===== src/hw/nfo_pkg.sv =====
/*
  Constants and types for the NAND auxiliary-function host controller.
  Assumes a 100 MHz clock and an asynchronous 8-bit NAND bus on the far side.
*/
package nfo_pkg;
  // ==========================================================
  // NAND commands
  localparam logic [7:0] CMD_READ0 = 8'h00;
  localparam logic [7:0] CMD_PROG0 = 8'h80;
  localparam logic [7:0] CMD_PROG1 = 8'h10;
  localparam logic [7:0] CMD_STATUS = 8'h70;
  localparam logic [7:0] CMD_UID = 8'hed;
  localparam logic [7:0] CMD_SET_FEAT = 8'hef;
  localparam logic [7:0] CMD_GET_FEAT = 8'hee;
  localparam logic [7:0] UID_ADDR = 8'h00;
  localparam logic [7:0] PROT_ADDR = 8'h00;
  // ==========================================================
  // Device feature map
  localparam logic [7:0] FEAT_ARRAY_MODE = 8'h90;
  localparam logic [7:0] AOM_NORMAL = 8'h08;
  localparam logic [7:0] AOM_OTP = 8'h01;
  localparam logic [7:0] AOM_OTP_PROT = 8'h03;
  localparam logic [31:0] AOM_RESET = 32'h00000008;
  localparam logic [7:0] UID_GOOD = 8'hff;
  localparam int UID_BYTES = 32;
  localparam int UID_HALF = 16;
  localparam int UID_COPIES = 16;
  localparam logic [15:0] CRC_POLY = 16'h8005;
  // ==========================================================
  // Own register map
  localparam logic [7:0] REG_CTRL = 8'h00;
  localparam logic [7:0] REG_FEAT = 8'h04;
  localparam logic [7:0] REG_PARAM = 8'h08;
  localparam logic [7:0] REG_GETRES = 8'h0c;
  localparam logic [7:0] REG_STAT = 8'h10;
  localparam logic [7:0] REG_CRC = 8'h14;
  localparam logic [7:0] REG_UID0 = 8'h20;
  localparam int CTRL_START_BIT = 0;
  localparam int CTRL_OP_LSB = 4;
  localparam int CTRL_RESUME_BIT = 7;
  localparam int CTRL_BYTE_LSB = 8;
  localparam int CTRL_KIND_LSB = 16;
  localparam int STAT_DONE_BIT = 1;
  localparam logic [15:0] CRC_RESET = 16'h0000;
  // ==========================================================
  // Timing
  localparam int CLK_NS = 10;
  localparam int T_WE_LOW_NS = 20;
  localparam int T_RE_LOW_NS = 60;
  localparam int T_HIGH_NS = 20;
  localparam int T_WB_NS = 100;
  localparam logic [7:0] WE_LOW_CYC = 8'((T_WE_LOW_NS + CLK_NS - 1) / CLK_NS);
  localparam logic [7:0] RE_LOW_CYC = 8'((T_RE_LOW_NS + CLK_NS - 1) / CLK_NS);
  localparam logic [7:0] HIGH_CYC = 8'((T_HIGH_NS + CLK_NS - 1) / CLK_NS);
  localparam logic [7:0] WB_CYC = 8'((T_WB_NS + CLK_NS - 1) / CLK_NS);
  // ==========================================================
  // Types
  typedef enum logic [2:0] {
    K_CMD = 3'b000, K_ADR = 3'b001, K_WR = 3'b010, K_RD = 3'b011, K_WAIT = 3'b100, K_END = 3'b101
  } nfo_kind_t;
  typedef enum logic [2:0] {
    OP_RAW = 3'b000, OP_SETF = 3'b001, OP_GETF = 3'b010, OP_UID = 3'b011, OP_STAT = 3'b100, OP_PROT = 3'b101
  } nfo_op_t;
  typedef enum logic [2:0] {
    ST_IDLE = 3'b000, ST_FETCH = 3'b001, ST_LOW = 3'b010, ST_HIGH = 3'b011, ST_BUSYW = 3'b100, ST_READYW = 3'b101
  } nfo_state_t;
endpackage


===== src/hw/nfo_ctrl.sv =====
/*
  APB-programmed host controller that drives a parallel NAND device for
  feature set/get, unique ID read with copy validation, status and OTP protect.
  Assumes an asynchronous NAND bus; the bench resolves io from io_oe_n.
*/
`timescale 1ns/100ps
module nfo_ctrl import nfo_pkg::*; #(
  parameter int ADDR_CYCLES = 5
) (
  input wire logic clk,
  input wire logic arst_n,
  input wire logic en,
  input wire logic psel,
  input wire logic penable,
  input wire logic pwrite,
  input wire logic [7:0] paddr,
  input wire logic [31:0] pwdata,
  output logic [31:0] prdata,
  output logic pready,
  output logic pslverr,
  output logic ce_n,
  output logic cle,
  output logic ale,
  output logic we_n,
  output logic re_n,
  output logic wp_n,
  output logic [7:0] io_o,
  output logic io_oe_n,
  input wire logic [7:0] io_i,
  input wire logic rb_n
);
  // ==========================================================
  // Elaboration checks
  if (ADDR_CYCLES < 1 || ADDR_CYCLES > 5) begin : g_bad_ac
    $error("ADDR_CYCLES must be 1 to 5");
  end
  if (RE_LOW_CYC < 8'h04) begin : g_bad_re
    $error("read strobe too short for input synchroniser");
  end
  // ==========================================================
  // Step decoder
  function automatic logic [10:0] step(input nfo_op_t op, input logic [3:0] i, input logic [7:0] fa,
                                      input logic [31:0] p, input nfo_kind_t rk, input logic [7:0] rb,
                                      input logic rs);
    nfo_kind_t k;
    logic [7:0] b;
    logic [1:0] sel;
    k = K_END;
    b = 8'h00;
    sel = 2'(i - 4'h2);
    case (op)
      OP_RAW: if (i == 4'h0) begin
        k = rk;
        b = rb;
      end
      OP_SETF, OP_PROT: begin
        if (i == 4'h0) begin
          k = K_CMD;
          b = CMD_SET_FEAT;
        end else if (i == 4'h1) begin
          k = K_ADR;
          b = (op == OP_SETF) ? fa : FEAT_ARRAY_MODE;
        end else if (i <= 4'h5) begin
          k = K_WR;
          b = (op == OP_SETF) ? p[{sel, 3'b000} +: 8] : ((i == 4'h2) ? AOM_OTP_PROT : 8'h00);
        end else if (i == 4'h6) begin
          k = K_WAIT;
        end else if (op == OP_PROT) begin
          if (i == 4'h7) begin
            k = K_CMD;
            b = CMD_PROG0;
          end else if (i < 4'(8 + ADDR_CYCLES)) begin
            k = K_ADR;
            b = PROT_ADDR;
          end else if (i == 4'(8 + ADDR_CYCLES)) begin
            k = K_CMD;
            b = CMD_PROG1;
          end else if (i == 4'(9 + ADDR_CYCLES)) begin
            k = K_WAIT;
          end
        end
      end
      OP_GETF: begin
        if (i == 4'h0) begin
          k = K_CMD;
          b = CMD_GET_FEAT;
        end else if (i == 4'h1) begin
          k = K_ADR;
          b = fa;
        end else if (i == 4'h2) begin
          k = K_WAIT;
        end else if (i <= 4'h6) begin
          k = K_RD;
        end
      end
      OP_UID: begin
        if (i == 4'h0) begin
          k = K_CMD;
          b = CMD_UID;
        end else if (i == 4'h1) begin
          k = K_ADR;
          b = UID_ADDR;
        end else if (i == 4'h2) begin
          k = K_WAIT;
        end else if (i == 4'h3) begin
          k = K_RD;
        end
      end
      OP_STAT: begin
        if (i == 4'h0) begin
          k = K_CMD;
          b = CMD_STATUS;
        end else if (i == 4'h1) begin
          k = K_RD;
        end else if (i == 4'h2 && rs) begin
          k = K_CMD;
          b = CMD_READ0;
        end
      end
      default: ;
    endcase
    return {k, b};
  endfunction

  function automatic logic [15:0] crc_upd(input logic [15:0] c, input logic [7:0] d);
    logic [15:0] r;
    r = c;
    for (int n = 7; n >= 0; n--) begin
      r = {r[14:0], 1'b0} ^ ((r[15] ^ d[n]) ? CRC_POLY : 16'h0000);
    end
    return r;
  endfunction
  // ==========================================================
  // State
  nfo_state_t state_r, state_nxt;
  nfo_op_t op_r, op_nxt;
  nfo_kind_t kind_r, kind_nxt, raw_kind_r, raw_kind_nxt, fk;
  logic [7:0] fb, cnt_r, cnt_nxt, raw_byte_r, raw_byte_nxt, feat_r, feat_nxt, last_rd_r, last_rd_nxt;
  logic [3:0] idx_r, idx_nxt, copy_r, copy_nxt;
  logic [4:0] ubyte_r, ubyte_nxt;
  logic [31:0] params_r, params_nxt, getres_r, getres_nxt;
  logic [15:0] crc_r, crc_nxt;
  logic resume_r, resume_nxt, done_r, done_nxt, uid_ok_r, uid_ok_nxt, uid_fail_r, uid_fail_nxt;
  logic bad_r, bad_nxt, ce_n_r, ce_n_nxt, cle_r, cle_nxt, ale_r, ale_nxt, we_n_r, we_n_nxt;
  logic re_n_r, re_n_nxt, oe_n_r, oe_n_nxt;
  logic [7:0] io_o_r, io_o_nxt;
  logic [7:0] uid_mem [UID_HALF];
  logic uid_we, rd_cap, wr_acc, rd_acc, hit, bad_now;
  logic [7:0] d, io_s1_r, io_s2_r, io_s3_r, io_lvl_r;
  logic rb_s1_r, rb_s2_r, rb_s3_r, rb_lvl_r, rb_lvl_nxt;
  logic [31:0] rdata;
  logic [10:0] fstep;

  assign pready = en;
  assign wr_acc = psel && penable && pwrite && en;
  assign rd_acc = psel && penable && !pwrite;
  assign d = (io_s2_r == io_s3_r) ? io_s3_r : io_lvl_r;
  assign fstep = step(op_r, idx_r, feat_r, params_r, raw_kind_r, raw_byte_r, resume_r);
  assign fk = nfo_kind_t'(fstep[10:8]);
  assign fb = fstep[7:0];
  assign rd_cap = state_r == ST_LOW && cnt_r == 8'h00 && kind_r == K_RD;
  assign uid_we = rd_cap && op_r == OP_UID && ubyte_r < 5'(UID_HALF);
  assign bad_now = (uid_mem[4'(ubyte_r - 5'(UID_HALF))] ^ d) != UID_GOOD;
  assign rb_lvl_nxt = (rb_s2_r == rb_s3_r) ? rb_s3_r : rb_lvl_r;
  // ==========================================================
  // Next state
  always_comb begin
    state_nxt = state_r;
    op_nxt = op_r;
    kind_nxt = kind_r;
    idx_nxt = idx_r;
    cnt_nxt = cnt_r;
    raw_kind_nxt = raw_kind_r;
    raw_byte_nxt = raw_byte_r;
    resume_nxt = resume_r;
    feat_nxt = feat_r;
    params_nxt = params_r;
    getres_nxt = getres_r;
    last_rd_nxt = last_rd_r;
    crc_nxt = crc_r;
    done_nxt = done_r;
    uid_ok_nxt = uid_ok_r;
    uid_fail_nxt = uid_fail_r;
    copy_nxt = copy_r;
    ubyte_nxt = ubyte_r;
    bad_nxt = bad_r;
    ce_n_nxt = ce_n_r;
    cle_nxt = cle_r;
    ale_nxt = ale_r;
    we_n_nxt = we_n_r;
    re_n_nxt = re_n_r;
    oe_n_nxt = oe_n_r;
    io_o_nxt = io_o_r;
    if (wr_acc) begin
      case (paddr)
        REG_CTRL: if (state_r == ST_IDLE) begin
          op_nxt = nfo_op_t'(pwdata[CTRL_OP_LSB +: 3]);
          resume_nxt = pwdata[CTRL_RESUME_BIT];
          raw_byte_nxt = pwdata[CTRL_BYTE_LSB +: 8];
          raw_kind_nxt = nfo_kind_t'(pwdata[CTRL_KIND_LSB +: 3]);
          if (pwdata[CTRL_START_BIT]) begin
            state_nxt = ST_FETCH;
            idx_nxt = 4'h0;
            ce_n_nxt = 1'b0;
            uid_ok_nxt = 1'b0;
            uid_fail_nxt = 1'b0;
            copy_nxt = 4'h0;
            ubyte_nxt = 5'h00;
            bad_nxt = 1'b0;
          end
        end
        REG_FEAT: feat_nxt = pwdata[7:0];
        REG_PARAM: params_nxt = pwdata;
        REG_STAT: if (pwdata[STAT_DONE_BIT]) done_nxt = 1'b0;
        REG_CRC: crc_nxt = pwdata[15:0];
        default: ;
      endcase
    end
    case (state_r)
      ST_IDLE: ;
      ST_FETCH: begin
        kind_nxt = fk;
        if (fk == K_END) begin
          state_nxt = ST_IDLE;
          ce_n_nxt = 1'b1;
          done_nxt = 1'b1;
        end else if (fk == K_WAIT) begin
          state_nxt = ST_BUSYW;
          cnt_nxt = WB_CYC - 8'h01;
        end else begin
          state_nxt = ST_LOW;
          cle_nxt = fk == K_CMD;
          ale_nxt = fk == K_ADR;
          oe_n_nxt = fk == K_RD;
          io_o_nxt = fb;
          we_n_nxt = fk == K_RD;
          re_n_nxt = fk != K_RD;
          cnt_nxt = ((fk == K_RD) ? RE_LOW_CYC : WE_LOW_CYC) - 8'h01;
        end
      end
      ST_LOW: if (cnt_r != 8'h00) begin
        cnt_nxt = cnt_r - 8'h01;
      end else begin
        state_nxt = ST_HIGH;
        cnt_nxt = HIGH_CYC - 8'h01;
        we_n_nxt = 1'b1;
        re_n_nxt = 1'b1;
        if (kind_r == K_RD) begin
          last_rd_nxt = d;
          crc_nxt = crc_upd(crc_r, d);
          if (op_r == OP_GETF) getres_nxt = {d, getres_r[31:8]};
          if (op_r == OP_UID) begin
            ubyte_nxt = ubyte_r + 5'h01;
            if (ubyte_r >= 5'(UID_HALF)) bad_nxt = bad_r || bad_now;
            if (ubyte_r == 5'(UID_BYTES - 1)) begin
              bad_nxt = 1'b0;
              if (!(bad_r || bad_now)) uid_ok_nxt = 1'b1;
              else if (copy_r == 4'(UID_COPIES - 1)) uid_fail_nxt = 1'b1;
              else copy_nxt = copy_r + 4'h1;
            end
          end
        end
      end
      ST_HIGH: if (cnt_r != 8'h00) begin
        cnt_nxt = cnt_r - 8'h01;
      end else begin
        state_nxt = ST_FETCH;
        cle_nxt = 1'b0;
        ale_nxt = 1'b0;
        oe_n_nxt = 1'b1;
        if (!(op_r == OP_UID && kind_r == K_RD && !uid_ok_r && !uid_fail_r)) idx_nxt = idx_r + 4'h1;
      end
      ST_BUSYW: if (cnt_r != 8'h00) cnt_nxt = cnt_r - 8'h01;
      else state_nxt = ST_READYW;
      ST_READYW: if (rb_lvl_r) begin
        state_nxt = ST_FETCH;
        idx_nxt = idx_r + 4'h1;
      end
      default: state_nxt = ST_IDLE;
    endcase
  end
  // ==========================================================
  // Registers
  always_ff @(posedge clk or negedge arst_n) begin
    if (!arst_n) begin
      state_r <= ST_IDLE;
      op_r <= OP_RAW;
      kind_r <= K_END;
      raw_kind_r <= K_CMD;
      idx_r <= 4'h0;
      cnt_r <= 8'h00;
      raw_byte_r <= 8'h00;
      resume_r <= 1'b0;
      feat_r <= FEAT_ARRAY_MODE;
      params_r <= AOM_RESET;
      getres_r <= 32'h00000000;
      last_rd_r <= 8'h00;
      crc_r <= CRC_RESET;
      done_r <= 1'b0;
      uid_ok_r <= 1'b0;
      uid_fail_r <= 1'b0;
      copy_r <= 4'h0;
      ubyte_r <= 5'h00;
      bad_r <= 1'b0;
      ce_n_r <= 1'b1;
      cle_r <= 1'b0;
      ale_r <= 1'b0;
      we_n_r <= 1'b1;
      re_n_r <= 1'b1;
      oe_n_r <= 1'b1;
      io_o_r <= 8'h00;
      io_s1_r <= 8'h00;
      io_s2_r <= 8'h00;
      io_s3_r <= 8'h00;
      io_lvl_r <= 8'h00;
      rb_s1_r <= 1'b1;
      rb_s2_r <= 1'b1;
      rb_s3_r <= 1'b1;
      rb_lvl_r <= 1'b1;
    end else if (en) begin
      state_r <= state_nxt;
      op_r <= op_nxt;
      kind_r <= kind_nxt;
      raw_kind_r <= raw_kind_nxt;
      idx_r <= idx_nxt;
      cnt_r <= cnt_nxt;
      raw_byte_r <= raw_byte_nxt;
      resume_r <= resume_nxt;
      feat_r <= feat_nxt;
      params_r <= params_nxt;
      getres_r <= getres_nxt;
      last_rd_r <= last_rd_nxt;
      crc_r <= crc_nxt;
      done_r <= done_nxt;
      uid_ok_r <= uid_ok_nxt;
      uid_fail_r <= uid_fail_nxt;
      copy_r <= copy_nxt;
      ubyte_r <= ubyte_nxt;
      bad_r <= bad_nxt;
      ce_n_r <= ce_n_nxt;
      cle_r <= cle_nxt;
      ale_r <= ale_nxt;
      we_n_r <= we_n_nxt;
      re_n_r <= re_n_nxt;
      oe_n_r <= oe_n_nxt;
      io_o_r <= io_o_nxt;
      io_s1_r <= io_i;
      io_s2_r <= io_s1_r;
      io_s3_r <= io_s2_r;
      io_lvl_r <= d;
      rb_s1_r <= rb_n;
      rb_s2_r <= rb_s1_r;
      rb_s3_r <= rb_s2_r;
      rb_lvl_r <= rb_lvl_nxt;
    end
  end

  always_ff @(posedge clk) begin
    if (en && uid_we) uid_mem[ubyte_r[3:0]] <= d;
  end
  // ==========================================================
  // Register read and pins
  always_comb begin
    hit = 1'b1;
    rdata = 32'h00000000;
    case (paddr)
      REG_CTRL: rdata = {13'h0000, raw_kind_r, raw_byte_r, resume_r, op_r, 3'b000, state_r != ST_IDLE};
      REG_FEAT: rdata = {24'h000000, feat_r};
      REG_PARAM: rdata = params_r;
      REG_GETRES: rdata = getres_r;
      REG_STAT: rdata = {8'h00, last_rd_r, 4'h0, copy_r, 3'b000, rb_lvl_r, uid_fail_r, uid_ok_r, done_r,
                         state_r != ST_IDLE};
      REG_CRC: rdata = {16'h0000, crc_r};
      REG_UID0, REG_UID0 + 8'h04, REG_UID0 + 8'h08, REG_UID0 + 8'h0c:
        rdata = {uid_mem[{paddr[3:2], 2'b11}], uid_mem[{paddr[3:2], 2'b10}], uid_mem[{paddr[3:2], 2'b01}],
                 uid_mem[{paddr[3:2], 2'b00}]};
      default: hit = 1'b0;
    endcase
  end

  assign prdata = rd_acc ? rdata : 32'h00000000;
  assign pslverr = psel && penable && !hit;
  assign ce_n = ce_n_r;
  assign cle = cle_r;
  assign ale = ale_r;
  assign we_n = we_n_r;
  assign re_n = re_n_r;
  assign wp_n = 1'b1;
  assign io_o = io_o_r;
  assign io_oe_n = oe_n_r;
endmodule


===== config.mk =====
export PLATFORM = sky130hd
export DESIGN_NAME = nfo_ctrl
export DESIGN_NICKNAME = d
export VERILOG_FILES = /design/src/hw/nfo_pkg.sv /design/src/hw/nfo_ctrl.sv
export SDC_FILE = /design/constraint.sdc
export NUM_CORES = 1
export LEC_CHECK = 0
export BUFFER_PORTS_ARGS = -buffer_cell sky130_fd_sc_hd__buf_2
export CORE_MARGIN = 4
export CORE_UTILIZATION = 26
export CTS_CLUSTER_DIAMETER = 120
export DETAILED_ROUTE_END_ITERATION = 16
export GPL_ROUTABILITY_DRIVEN = 0
export HOLD_SLACK_MARGIN = 0.05
export REMOVE_ABC_BUFFERS = 1
export SLEW_MARGIN = 20
export SYNTH_ARGS = -nofsm -noshare
export SYNTH_HDL_FRONTEND = slang
export SYNTH_SLANG_ARGS = --single-unit

===== constraint.sdc =====
create_clock -name clk -period 4.95 [get_ports clk]
set_input_delay 0.495 -clock clk [delete_from_list [all_inputs] [get_ports clk]]
set_output_delay 0.495 -clock clk [all_outputs]
set_load 0.05 [all_outputs]

==> key figures <==
Status
  – Status: complete, no violations

Critical path
  – Worst setup path class: reg2reg
  – Worst-path fanout max: 17
  – Reg2Reg Launch Point: cnt_r[1]
  – WP data arrival: approximately 4400 ps
  – Critical Path Max Stage Delay: ~650 ps
  – Worst R2R Path Depth: 11
  – CP Capture Type: register
  – Req. time, crit path: approximately 5200 ps
  – CP Launch Point: cnt_r[1]
  – Startpoint type of the worst setup path: register
  – CP max-delay cell: nor2_1
  – Cell Chain, Critical Path: inv_1 -> ha_1 -> or3b_2 -> nand2b_1 -> nor3_2 -> nand3_1 -> buf_4 -> nor4_1 -> nand2_1 -> nor2_1 -> buf_4
  – CP most frequent cell: buf_4

Finish
  – Post-Layout Cell Count: ~2200
  – Final Core Density: 30.9%
  – P&R area growth vs syn: 17.6%
  – Most frequent cells in the layout: dfrtp_1, mux2_2, edfxtp_1, nand2_1, buf_2
  – Fill cells: ~6300
  – Layout cells sized above 1: between 30% and 40%
  – Area of the multi-input gates: 7120 um^2
  – Register area: about 8700 um^2
  – Final net count: 1445
  – Most common cell after layout, fill and taps aside: dfrtp_1

Floorplanning
  – I/O pin count: between 100 and 150
  – Die W: about 260 um
  – Die area: roughly 66000 um^2
  – Starting Density: roughly a quarter
  – Die height: roughly 260 um
  – CORE AREA: 61700 um^2
  – Num rows: between 90 and 100

GRT
  – GRT Overall Usage: 15.0%
  – Vias in the first global route: roughly 12000
  – Initial antenna violation count: 2
  – Largest net degree at the start of global routing: 101
  – First-pass GRT wire length: about 76000 um
  – Overflow after GRT: 0

Clocking
  – Clock buffer depth: 3
  – Setup bufs post-CTS: 0
  – CTS buffer count: 36
  – Post-CTS sizing: 0
  – CTS Sinks: 320
  – Clock-pin slew on the worst setup and hold paths: around 60 ps
  – CTS hold repair buffers: 0
  – Clk root buf: clkbuf_16
  – CTS tree: yes
  – H-Tree Depth: 2
  – Clk_lat worst skew: about 560 ps

Placed design
  – DP Cell Count: between 2000 and 2500
  – Port buffer count: 102
  – DP Wirelength: 37100 um
  – Pre-CTS WS: between 800 and 900 ps

Route
  – Vias/cell: about 5.2
  – DR WL/cell: approximately 23 um
  – Vias: approximately 12000
  – DR DRC count: 0
  – Starting DRC count in detailed routing: 1046
  – Drt pass-1 iters: 8
  – Routed WL: 51000 um
  – Remaining antenna violation count: 0

Timing
  – Hold slack: ~8.6 ps
  – Fin. Hold Viols: 0
  – Unrepaired setup endpoints after global routing: false
  – Final Max Tran Viols: 0
  – Max Clock Freq: around 240 MHz
  – Total Neg Setup Slack: 0 ps
  – Tightest Pin Transition: 1080 ps
  – Slew margin rel.: approximately 27%
  – Clock skew: ~24 ps
  – Tcrit/Tclk final: between 80% and 90%
  – Post-route setup slack: roughly 800 ps
  – Final Setup Violations: 0
  – Tmin final: about 4100 ps

Power
  – Leak Pwr: 7.41 nW
  – Power Density: just over 400 nW/um^2
  – Maximum VDD drop: between 200 and 250 uV

Logic synthesis
  – Synth async-reset ratio: about 60%
  – Post-Syn Area: ~16000 um^2
  – Post-synth EDFFs: 128
  – Sequential fraction of the synthesis area: between 50% and 60%
  – Yosys warns: 0
  – Top FF cell, synth: dfrtp_1
  – Synth cell types: 73
  – Synthesized netlist cell count: roughly 1300
  – Number of synthesized register bits: 320
  – Syn avg cell area: roughly 13 um^2

Job
  – Max-Cap Viols: 0

Min path
  – Hold WC Path Type: in2async
report_power, final:
| part | internal, W | switching, W | total, W |
|---|---|---|---|
| clock | 0.00168 | 0.00113 | 0.00282 |
| combinational | 0.000574 | 0.00107 | 0.00165 |
| sequential | 0.00302 | 0.000203 | 0.00323 |
| total | 0.00528 | 0.00241 | 0.00769 |
final cells by class:
class,count,area share [%]
clock buffer,44,4.94
inverter,30,0.591
antenna,2,0.0263
multi-input combinational,843,37.4
timing repair buffer,147,4.59
clock inverter,21,1.54
sequential,320,45.5
tap,837,5.49
critical path: cells and delay by family (launching register included):
family / cells / cell delay, ps
fa+ha+maj: 1 / 170
buf+inv: 3 / 580
flops: 1 / 400
simple gates: 7 / 2690
sequential cells by signal, indices dropped and copies added (netlist names), 3 cells and up:
signal,flops
params_r,32
io_lvl_r,8
uid_mem,128
io_s1_r,8
op_r,3
last_rd_r,8
copy_r,4
cnt_r,8
io_s3_r,8
kind_r,3
getres_r,32
io_s2_r,8
io_o,8
raw_kind_r,3
feat_r,8
raw_byte_r,8
state_r,3
idx_r,4
crc_r,16
ubyte_r,5
final timing paths:
kind / end / slack, ps
min in group clk: params_r[27] / 170
min reg2reg: ce_n / 460
max: uid_mem[8][3] / 820
max reg2reg: uid_mem[8][3] / 820
max in group asynchronous: last_rd_r[2] / 3930
min: cnt_r[5] / 9
cell usage after synthesis (5+ instances only):
cell	count	area share, %
nand3_1	23	0.71
a22oi_1	21	0.97
nand2_1	115	2.7
nor4_1	5	0.19
mux2_2	142	9.9
dfstp_2	13	2.1
buf_2	6	0.19
mux2i_1	7	0.43
a222oi_1	21	1.3
and2_1	5	0.19
a21oi_1	70	2.2
o21ai_0	64	2.0
inv_1	30	0.69
nor3_1	19	0.59
xnor2_1	19	1.0
nor2_1	85	2.0
nand2b_1	14	0.54
a31oi_1	9	0.35
dfrtp_1	179	28
o31ai_1	5	0.23
or2_2	6	0.23
edfxtp_1	128	24
mux4_2	80	11
a32oi_1	5	0.27
o22ai_1	18	0.69
xor2_1	13	0.70
ha_1	12	0.93
a22o_1	7	0.38
buf_1	11	0.25
clkbuf_1	63	1.5
metrics by stage:
| stage | cell area [um^2] | total power (W) |
|---|---|---|
| 5_1_grt | 19100 | 0.00803 |
| 2_1_floorplan | 15900 | 0.00435 |
| 3_5_place_dp | 17800 | 0.00491 |
| 6_report | 19100 | 0.00769 |
| 4_1_cts | 19100 | 0.00774 |
| 3_3_place_gp | 17800 | 0.00487 |
cell families (layout without fill, tap and decap cells):
kind of cell / count (synthesis) / in the layout / share of synthesized area, %
adder cells (fa/ha/maj): 12 / 12 / 0.927
multiplexers: 233 / 233 / 21.8
AND/OR/NAND/NOR: 306 / 306 / 8.71
AO/OA/AOI/OAI: 255 / 255 / 10.1
buffers and inverters: 113 / 242 / 2.73
XOR/XNOR: 36 / 36 / 2.21
flip-flops: 320 / 320 / 53.5
other: 1 / 3 / 0.0231
metal layers:
layer,GRT usage [%],vias up,part of all wire (%)
li1,-,5055,-
met1,18.9,5917,39
met2,24.7,605,48
met3,3.66,132,8.7
met4,6.16,0,4.3
met5,0,-,0
No activity file was read; power rests on OpenSTA's default activity.
